==> config.mk <==
export PLATFORM = sky130hd
export DESIGN_NAME = cmid_core
export DESIGN_NICKNAME = d
export VERILOG_FILES = /design/src/rtl/cmid_pkg.sv /design/src/rtl/cmid_core.sv
export VERILOG_INCLUDE_DIRS = /design/src /design/src/rtl
export SDC_FILE = /design/constraint.sdc
export NUM_CORES = 1
export LEC_CHECK = 0
export ABC_AREA = 1
export ABC_CLOCK_PERIOD_IN_PS = 8500
export BUFFER_PORTS_ARGS = -buffer_cell sky130_fd_sc_hd__buf_2
export CAP_MARGIN = 5
export CELL_PAD_IN_SITES_DETAIL_PLACEMENT = 1
export CELL_PAD_IN_SITES_GLOBAL_PLACEMENT = 2
export CORE_UTILIZATION = 28
export DETAILED_ROUTE_END_ITERATION = 10
export PLACE_DENSITY = 0.95
export SLEW_MARGIN = 40
export SYNTH_ARGS = -nofsm -noshare
export SYNTH_HDL_FRONTEND = slang
export SYNTH_SLANG_ARGS = --single-unit
==> constraint.sdc <==
create_clock -name clock_i -period 8.5 [get_ports clock_i]
set_clock_uncertainty 0.05 [all_clocks]
set_input_delay 0.425 -clock clock_i [delete_from_list [all_inputs] [get_ports clock_i]]
set_output_delay 0.425 -clock clock_i [all_outputs]
set_load 0.05 [all_outputs]
==> src/rtl/cmid_cfg.svh <==
// Purpose: Constants for the data-move decode and execute block.
// Assumes: One core clock at 200 MHz, asynchronous active-low reset.
// Notes:   Overview of operation list follows.
`ifndef CMID_CFG_SVH
`define CMID_CFG_SVH
`define CMID_PC_W          20
`define CMID_PC_RST        20'h0_0000
`define CMID_FLAGS_RST     5'h00
// Status-low bit positions of the five arithmetic flags.
`define CMID_BIT_S         7
`define CMID_BIT_Z         6
`define CMID_BIT_AUXC      4
`define CMID_BIT_PV        2
`define CMID_BIT_CARRY     0
// Short-direct address ranges.
`define CMID_SA1_LO        16'hFE00
`define CMID_SA1_HI        16'hFEFF
`define CMID_SA2A_LO       16'hFD20
`define CMID_SA2A_HI       16'hFDFF
`define CMID_SA2B_LO       16'hFF00
`define CMID_SA2B_HI       16'hFF1F
// Memory-operand lengths by mode.
`define CMID_LEN_IND_SHORT 3'd1
`define CMID_LEN_IND       3'd2
`define CMID_LEN_BASED     3'd3
`define CMID_LEN_INDEXED   3'd5
`define CMID_LEN_BIDX      3'd2
// Fixed lengths of the other forms.
`define CMID_LEN_ABS16_IMM 3'd5
`define CMID_LEN_ABS24_IMM 3'd6
`define CMID_LEN_W24_IMM   3'd7
`define CMID_LEN_SL_IMM    3'd3
`define CMID_LEN_SL_A      3'd2
`define CMID_LEN_BR8       3'd2
`define CMID_LEN_BR16      3'd3
`define CMID_LEN_ALU       3'd2
`endif

==> src/rtl/cmid_pkg.sv <==
// Purpose: Types for the data-move decode and execute block.
// Assumes: Instruction fields are pre-extracted by the fetch stage.
// Notes:   Codes are local to this block.
package cmid_pkg;
    typedef enum logic [3:0] {
        OP_MOV_R_IMM   = 4'b0000,
        OP_MOV_SA_IMM  = 4'b0001,
        OP_MOV_A_R     = 4'b0010,
        OP_MOV_MEM     = 4'b0011,
        OP_WORD_TRANSFER_OP_MEM    = 4'b0100,
        OP_WORD_TRANSFER_OP_SA_IMM = 4'b0101,
        OP_MOV_SAP_IND = 4'b0110,
        OP_MOV_A16_IMM = 4'b0111,
        OP_MOV_A24_IMM = 4'b1000,
        OP_WORD_TRANSFER_OP_A24_IM = 4'b1001,
        OP_LD_SL_IMM   = 4'b1010,
        OP_LD_SL_A     = 4'b1011,
        OP_BR8         = 4'b1100,
        OP_BR16        = 4'b1101,
        OP_ALU         = 4'b1110,
        OP_RESTORE     = 4'b1111
    } cmid_op_e;
    typedef enum logic [1:0] {
        MM_IND    = 2'b00,
        MM_BASED  = 2'b01,
        MM_INDEX  = 2'b10,
        MM_BIDX   = 2'b11
    } cmid_mem_e;
    typedef enum logic [1:0] {
        IM_PLAIN = 2'b00,
        IM_INC   = 2'b01,
        IM_DEC   = 2'b10,
        IM_OTHER = 2'b11
    } cmid_ind_e;
    typedef struct packed {
        cmid_op_e    op;
        cmid_mem_e   mem_mode;
        cmid_ind_e   ind_form;
        logic [1:0]  ptr_sel;
        logic        ptr_short;
        logic [15:0] saddr;
        logic        high_bank;
        logic        parity_mode;
        logic [15:0] data;
        logic        ovf;
        logic        carry_flag;
        logic        aux_carry_flag;
        logic [15:0] disp;
        logic        taken;
    } cmid_instr_s;
    typedef struct packed {
        logic s;
        logic z;
        logic aux_carry_flag;
        logic pv;
        logic carry_flag;
    } cmid_flags_s;
endpackage : cmid_pkg

==> src/rtl/cmid_core.sv <==
// Purpose: Length decode, flag update and program-counter step for moves.
// Assumes: One instruction issued per valid cycle from program memory.
// Notes:   Pointer index 0..3 selects pointer_24_a..d.
`timescale 1ns/100ps
`include "cmid_cfg.svh"
module cmid_core
#(
    parameter int PC_W = `CMID_PC_W
)(
    // Clock and reset.
    input  wire logic                  clock_i,
    input  wire logic                  nrst_i,
    // Instruction issue.
    input  wire logic                  issue_valid_i,
    input  wire cmid_pkg::cmid_instr_s issue_i,
    // Pointer registers, full 24 bits each.
    input  wire logic [23:0]           pointer_24_a_i,
    input  wire logic [23:0]           pointer_24_b_i,
    input  wire logic [23:0]           pointer_24_c_i,
    input  wire logic [23:0]           pointer_24_d_i,
    // Separate program counter portion loads.
    input  wire logic                  pc_hi_we_i,
    input  wire logic                  pc_low_word_we_i,
    input  wire logic [15:0]           pc_wdata_i,
    // Results.
    output logic [PC_W-1:0]            pc_o,
    output logic [2:0]                 length_o,
    output cmid_pkg::cmid_flags_s      flags_o,
    output logic [23:0]                mem_addr_o,
    output logic [15:0]                move_data_o,
    output logic                       illegal_o,
    output logic                       done_o
);
    import cmid_pkg::*;

    // Refuse a program counter width that the split loads cannot serve.
    if (PC_W != 20) begin : g_pc_w_check
        $error("cmid_core serves a 20-bit program counter only.");
    end

    ////////////////////////////////////////////////////////////////////////////
    // Decode.

    cmid_instr_s ins;
    assign ins = issue_i;

    wire in_sa1 = (ins.saddr >= `CMID_SA1_LO) && (ins.saddr <= `CMID_SA1_HI);
    wire in_sa2 = ((ins.saddr >= `CMID_SA2A_LO) && (ins.saddr <= `CMID_SA2A_HI))
               || ((ins.saddr >= `CMID_SA2B_LO) && (ins.saddr <= `CMID_SA2B_HI));
    wire sa_bad = !in_sa1 && !in_sa2;
    wire sa_long = in_sa1;

    wire is_byte_mv = (ins.op == OP_MOV_MEM);
    wire ptr_ab     = (ins.ptr_sel == 2'd0) || (ins.ptr_sel == 2'd1);
    wire ind_short  = is_byte_mv && ptr_ab && (ins.ind_form != IM_OTHER);

    wire [2:0] mem_len =
        (ins.mem_mode == MM_IND)   ? (ind_short ? `CMID_LEN_IND_SHORT : `CMID_LEN_IND) :
        (ins.mem_mode == MM_BASED) ? `CMID_LEN_BASED :
        (ins.mem_mode == MM_INDEX) ? `CMID_LEN_INDEXED : `CMID_LEN_BIDX;

    function automatic logic [2:0] pick(input logic lng, input logic [2:0] s);
        pick = lng ? 3'(s + 3'd1) : s;
    endfunction : pick

    logic [2:0] len_nxt;
    logic       uses_sa;
    always_comb begin
        uses_sa = 1'b0;
        unique case (ins.op)
            OP_MOV_R_IMM:   len_nxt = pick(ins.high_bank, 3'd2);
            OP_MOV_A_R:     len_nxt = pick(ins.high_bank, 3'd1);
            OP_MOV_SA_IMM: begin
                uses_sa = 1'b1;
                len_nxt = pick(sa_long, 3'd3);
            end
            OP_WORD_TRANSFER_OP_SA_IMM: begin
                uses_sa = 1'b1;
                len_nxt = pick(sa_long, 3'd4);
            end
            OP_MOV_SAP_IND: begin
                uses_sa = 1'b1;
                len_nxt = pick(sa_long, 3'd2);
            end
            OP_MOV_MEM:     len_nxt = mem_len;
            OP_WORD_TRANSFER_OP_MEM:    len_nxt = mem_len;
            OP_MOV_A16_IMM: len_nxt = `CMID_LEN_ABS16_IMM;
            OP_MOV_A24_IMM: len_nxt = `CMID_LEN_ABS24_IMM;
            OP_WORD_TRANSFER_OP_A24_IM: len_nxt = `CMID_LEN_W24_IMM;
            OP_LD_SL_IMM:   len_nxt = `CMID_LEN_SL_IMM;
            OP_LD_SL_A:     len_nxt = `CMID_LEN_SL_A;
            OP_BR8:         len_nxt = `CMID_LEN_BR8;
            OP_BR16:        len_nxt = `CMID_LEN_BR16;
            OP_ALU:         len_nxt = `CMID_LEN_ALU;
            OP_RESTORE:     len_nxt = `CMID_LEN_ALU;
        endcase
    end

    wire bad_nxt = uses_sa && sa_bad;

    ////////////////////////////////////////////////////////////////////////////
    // Pointer address, always the full 24-bit register.

    wire [23:0] ptr_full = (ins.ptr_sel == 2'd0) ? pointer_24_a_i :
                           (ins.ptr_sel == 2'd1) ? pointer_24_b_i :
                           (ins.ptr_sel == 2'd2) ? pointer_24_c_i : pointer_24_d_i;

    ////////////////////////////////////////////////////////////////////////////
    // Program counter step and branch target.

    logic [PC_W-1:0] pc_r;
    wire  [PC_W-1:0] pc_next_start = PC_W'(pc_r + {17'd0, len_nxt});
    wire  [PC_W-1:0] disp_ext = (ins.op == OP_BR8) ?
                                {{(PC_W-8){ins.disp[7]}}, ins.disp[7:0]} :
                                {{(PC_W-16){ins.disp[15]}}, ins.disp};
    wire  is_branch = (ins.op == OP_BR8) || (ins.op == OP_BR16);
    wire  [PC_W-1:0] pc_nxt = (is_branch && ins.taken) ?
                              PC_W'(pc_next_start + disp_ext) : pc_next_start;

    ////////////////////////////////////////////////////////////////////////////
    // Flag update.

    cmid_flags_s flags_r;
    cmid_flags_s saved_r;
    wire [7:0]   res8 = ins.data[7:0];
    wire         par_even = ~^res8;
    wire         pv_val = ins.parity_mode ? par_even : ins.ovf;
    cmid_flags_s alu_flags;
    assign alu_flags = '{s: res8[7], z: (res8 == 8'h00), aux_carry_flag: ins.aux_carry_flag,
                         pv: pv_val, carry_flag: ins.carry_flag};
    cmid_flags_s load_flags;
    assign load_flags = '{s: res8[`CMID_BIT_S], z: res8[`CMID_BIT_Z],
                          aux_carry_flag: res8[`CMID_BIT_AUXC],
                          pv: res8[`CMID_BIT_PV], carry_flag: res8[`CMID_BIT_CARRY]};
    wire is_sl_load = (ins.op == OP_LD_SL_IMM) || (ins.op == OP_LD_SL_A);
    cmid_flags_s flags_nxt;
    assign flags_nxt = is_sl_load              ? load_flags :
                       (ins.op == OP_ALU)      ? alu_flags  :
                       (ins.op == OP_RESTORE)  ? saved_r    :
                       flags_r;

    wire [15:0] data_nxt = (ins.op == OP_WORD_TRANSFER_OP_MEM || ins.op == OP_WORD_TRANSFER_OP_SA_IMM ||
                            ins.op == OP_WORD_TRANSFER_OP_A24_IM) ? ins.data : {8'h00, ins.data[7:0]};

    ////////////////////////////////////////////////////////////////////////////
    // Registers.

    wire take = issue_valid_i && !bad_nxt;

    always_ff @(posedge clock_i or negedge nrst_i) begin
        if (!nrst_i) begin
            pc_r <= `CMID_PC_RST;
        end else if (take) begin
            pc_r <= pc_nxt;
        end else begin
            if (pc_hi_we_i) begin
                pc_r[19:16] <= pc_wdata_i[3:0];
            end
            if (pc_low_word_we_i) begin
                pc_r[15:0] <= pc_wdata_i;
            end
        end
    end

    always_ff @(posedge clock_i or negedge nrst_i) begin
        if (!nrst_i) begin
            flags_r <= `CMID_FLAGS_RST;
            saved_r <= `CMID_FLAGS_RST;
        end else if (take) begin
            flags_r <= flags_nxt;
            if (ins.op == OP_ALU) begin
                saved_r <= flags_r;
            end
        end
    end

    always_ff @(posedge clock_i or negedge nrst_i) begin
        if (!nrst_i) begin
            length_o    <= 3'd0;
            mem_addr_o  <= 24'h00_0000;
            move_data_o <= 16'h0000;
            illegal_o   <= 1'b0;
            done_o      <= 1'b0;
        end else begin
            done_o    <= take;
            illegal_o <= issue_valid_i && bad_nxt;
            if (take) begin
                length_o    <= len_nxt;
                mem_addr_o  <= ptr_full;
                move_data_o <= data_nxt;
            end
        end
    end

    assign pc_o    = pc_r;
    assign flags_o = flags_r;

    ////////////////////////////////////////////////////////////////////////////
    // Checks.

    flag_keep_a: assert property (@(posedge clock_i) disable iff (!nrst_i)
        issue_valid_i && (ins.op == OP_MOV_MEM || ins.op == OP_MOV_R_IMM) |=> $stable(flags_o))
        else $error("Byte move changed flags.");
    word_keep_a: assert property (@(posedge clock_i) disable iff (!nrst_i)
        issue_valid_i && ins.op == OP_WORD_TRANSFER_OP_MEM |=> $stable(flags_o)
            && move_data_o == $past(ins.data))
        else $error("Word move changed flags or data.");
    sl_load_a: assert property (@(posedge clock_i) disable iff (!nrst_i)
        issue_valid_i && is_sl_load |=> flags_o.carry_flag == $past(res8[`CMID_BIT_CARRY])
            && flags_o.s == $past(res8[`CMID_BIT_S]))
        else $error("Status-low load did not rewrite flags.");
    pv_mode_a: assert property (@(posedge clock_i) disable iff (!nrst_i)
        issue_valid_i && ins.op == OP_ALU && ins.parity_mode |=> flags_o.pv == $past(par_even))
        else $error("Parity flag wrong.");
    br_target_a: assert property (@(posedge clock_i) disable iff (!nrst_i)
        issue_valid_i && ins.op == OP_BR8 && ins.taken |=>
            pc_o == PC_W'($past(pc_o) + 20'd2 + {{12{$past(ins.disp[7])}}, $past(ins.disp[7:0])}))
        else $error("Short branch target wrong.");
    pc_step_a: assert property (@(posedge clock_i) disable iff (!nrst_i)
        take && !is_branch |=> pc_o == PC_W'($past(pc_o) + {17'd0, length_o}))
        else $error("Counter did not advance by length.");
    ind_short_a: assert property (@(posedge clock_i) disable iff (!nrst_i)
        issue_valid_i && ins.op == OP_WORD_TRANSFER_OP_MEM && ins.mem_mode == MM_IND |=> length_o == 3'd2)
        else $error("Word indirect took one byte.");
    idx_len_a: assert property (@(posedge clock_i) disable iff (!nrst_i)
        issue_valid_i && ins.op == OP_MOV_MEM && ins.mem_mode == MM_INDEX |=> length_o == 3'd5)
        else $error("Indexed length wrong.");
    sa_len_a: assert property (@(posedge clock_i) disable iff (!nrst_i)
        issue_valid_i && ins.op == OP_MOV_SA_IMM && in_sa1 |=> length_o == 3'd4)
        else $error("First range must take the longer form.");
    ptr_full_a: assert property (@(posedge clock_i) disable iff (!nrst_i)
        take && ins.ptr_short && ins.ptr_sel == 2'd1 |=> mem_addr_o == $past(pointer_24_b_i))
        else $error("Short pointer name lost upper byte.");
    pc_split_a: assert property (@(posedge clock_i) disable iff (!nrst_i)
        !issue_valid_i && pc_hi_we_i && !pc_low_word_we_i |=> pc_o[15:0] == $past(pc_o[15:0]))
        else $error("Upper load disturbed low word.");
endmodule : cmid_core

==> flow_summary.toml <==
[clocking]
clk_pin_slew_ns = 0.08
cts_resized = 0
htree_levels = 3
numCtsBuffers = 9
clockBufferDepth = 2
clock-sinks = 75
root_buffer = "clkbuf_16"
clock_latency_ns = 0.35
tritoncts = "yes"

[final_layout]
area_growth_pct = 28.5
drive_above_1_share = 0.281
fin_util = 0.370
fin_area_um2 = 7820
instances_no_fill = 1374
fin_nets = 1303

[timing]
setup_tns_ns = 0
rsz0062_at_grt = "false"
relSlewSlack = 0.466
final-setup-viol-count = 0
period_minus_slack_ns = 4.96
finalMaxSlewViolations = 0
tightest_slew_ns = 0.795
fmax_ghz = 0.202
finalCritPeriodShare = 0.583
hold_viol_final = 0

[min_path]
hp-class = "in2reg"
hold_end = "illegal_o$_DFF_PN0_"
hp-start = "issue_valid_i"
hold_depth = 3

[synthesis]
yosys_warnings = 0
syn_inst = 868
syn_avg_cell_area_um2 = 7.01
yosys-top-cells-count = "nand2_1, inv_1, dfrtp_1, nand3_1, o21ai_0"
yosys.area.top_type = "dfrtp_1"
seq_area_frac_synth = 0.309
async_reset_ff_frac = 1.00
synth_area_leaders = "dfrtp_1, nand2_1, inv_1"
ys_seq_elements = 75
synth_cell_type_count = 50
yosys.cell_count.top_type = "nand2_1"
synthFlopType = "dfrtp_1"
synth_top_area_share = 0.309
synth-edff-count = 0
synth_nets = 1079
netlist_area_um2 = 6080

[place]
port-buffer-count = 245
placed_cell_area_um2 = 7510
dp.cells = 1355
gp_congestion = 0.836
dp_hpwl_mm = 17.9

[worst_setup_path]
cp.arrival_ns = 5.18
cp_slowest_stage_delay_ns = 0.69
path_buf_inv = 6
cp_slowest_cell = "a2111oi_0"
r2r-start = "pc_o[0]$_DFFE_PN0P_"
worstSetupPathType = "in2reg"
crit_family = "simple AND/OR/NAND/NOR gates"
end_kind = "register"
cp.required_ns = 8.72
rr_endpoint = "pc_o[18]$_DFFE_PN0P_"
cp_common_cell = "nand2_1"
r2r_cells = 24
cp_max_fo = 52
r2r_slack_ns = 4.73
start_kind = "primary input"

[power]
p_leak_nw = 4.02
total_power_w = 0.00161
irDropWorstVdd_mv = 0.102
power_density_nw_per_um2 = 206

[flow_run]
drv_cap = 0

[floorplanning]
start_util = 0.288
die_height_um = 149
core_area_um2 = 21200
die_area_um2 = 22300
die_width_um = 149
num_rows = 53
io_pins = 252

[route]
wire_per_inst_um = 16.7
vias_per_cell = 4.93
drt_wl_total_mm = 22.9
drc = 0
num_vias = 6773
drt.antenna.violating_nets = 0
drt_iter0_drc = 214
dr.pass1.iters = 4

[global_routing]
grt-ovfl-total = 0
grt_pass1_wl_mm = 36.7
grt_pass1_vias = 7143
grt_max_degree = 64
grt_usage = 0.210
antenna_found_initial = 5

[outcome]
outcome = "complete, no violations"
metal layers:
layer / global-route usage / routed length (um) / up-vias
li1: - / - / 3396
met1: 0.254 / 9660 / 3152
met5: 0 / 35 / -
met2: 0.369 / 11300 / 191
met4: 0.0556 / 347 / 6
met3: 0.0526 / 1590 / 28
report_power, final:
group          switching (W)  internal (W)  total [W]
clock network       0.000185      0.000203   0.000388
registers          0.0000532      0.000414   0.000468
logic               0.000522      0.000232   0.000753
worst register-to-register path: stages, from the launching register on:
cell and delay [ns]:
dfrtp_1 0.42, ha_1 0.20, inv_1 0.06, fa_1 0.39, inv_1 0.07, nand3_1 0.07, nand2_2 0.17, inv_1 0.08
nor2_1 0.13, nand2_1 0.08, xor2_1 0.17, inv_1 0.06, ha_1 0.36, nand3_1 0.09, o21ai_0 0.33, nand4_1 0.17
nand2_2 0.12, nand2_1 0.06, nand2_1 0.11, nand2_1 0.10, nand2_1 0.08, nand2_1 0.05, nand3_1 0.07, nand2_1 0.08
a21oi_2 0.12
worst max path at each step:
stage,startpoint,endpoint,cells past startpoint
finish,issue_i[56],pc_o[18]$_DFFE_PN0P_,29
global route,issue_i[64],pc_o[18]$_DFFE_PN0P_,32
CTS,issue_i[56],pc_o[18]$_DFFE_PN0P_,29
detailed placement,issue_i[56],pc_o[18]$_DFFE_PN0P_,29
global placement,issue_i[56],pc_o[19]$_DFFE_PN0P_,28
floorplan,issue_i[64],pc_o[19]$_DFFE_PN0P_,30
repair_timing:
action / CTS / global route
buffers inserted: 0 / 0
endpoints found under the hold margin: 25 / 0
hold buffers: 1 / 0
state kept, by name (all words and copies together), names as in the netlist:
signal and flops:
mem_addr_o 24, pc_o 20, move_data_o 16, flags_o 5
saved_r 5, length_o 3, done_o 1, illegal_o 1
layout by cell type, fill, tap and decap left out, drive strengths merged, types with 2 or more instances in the layout:
master	synthesis	layout
ha	27	27
nor3b	4	4
nand4	16	16
o221ai	2	2
diode	0	2
a21oi	57	57
clkinv	3	4
xnor2	11	11
or2	2	2
nor4	2	2
fa	2	2
nand2	214	214
nor2	63	63
nand3	63	63
nand3b	2	2
clkbuf	18	9
o2111ai	2	2
a211oi	24	24
dfrtp	75	75
a21o	2	2
o21a	2	2
nor3	34	34
o21bai	3	3
o22ai	3	3
o21ai	63	63
o31ai	24	24
buf	20	250
inv	101	106
o211ai	10	10
xor2	14	14
cells by family after synthesis:
group,synth area share
simple gates,0.303
buf+inv,0.0948
flops,0.309
compound gates,0.196
fa+ha+maj,0.0621
xor+xnor,0.0360
layout make-up:
class / count / area [um^2]
clock buffer: 9 / 225
clock inverter: 7 / 55.1
multi-input combinational: 651 / 3640
antenna: 2 / 5.00
tap: 275 / 344
fill: 2759 / 13300
timing repair buffer: 251 / 1280
sequential: 75 / 1880
inverter: 104 / 393
metrics by stage:
stage	setup slack [ns]	hold slack [ns]
global placement	3.25	0.329
global route	2.90	0.280
finish	3.54	0.272
detailed placement	3.19	0.330
floorplan	4.16	0.0794
CTS	3.50	0.255
No activity file was read; power rests on OpenSTA's default activity.
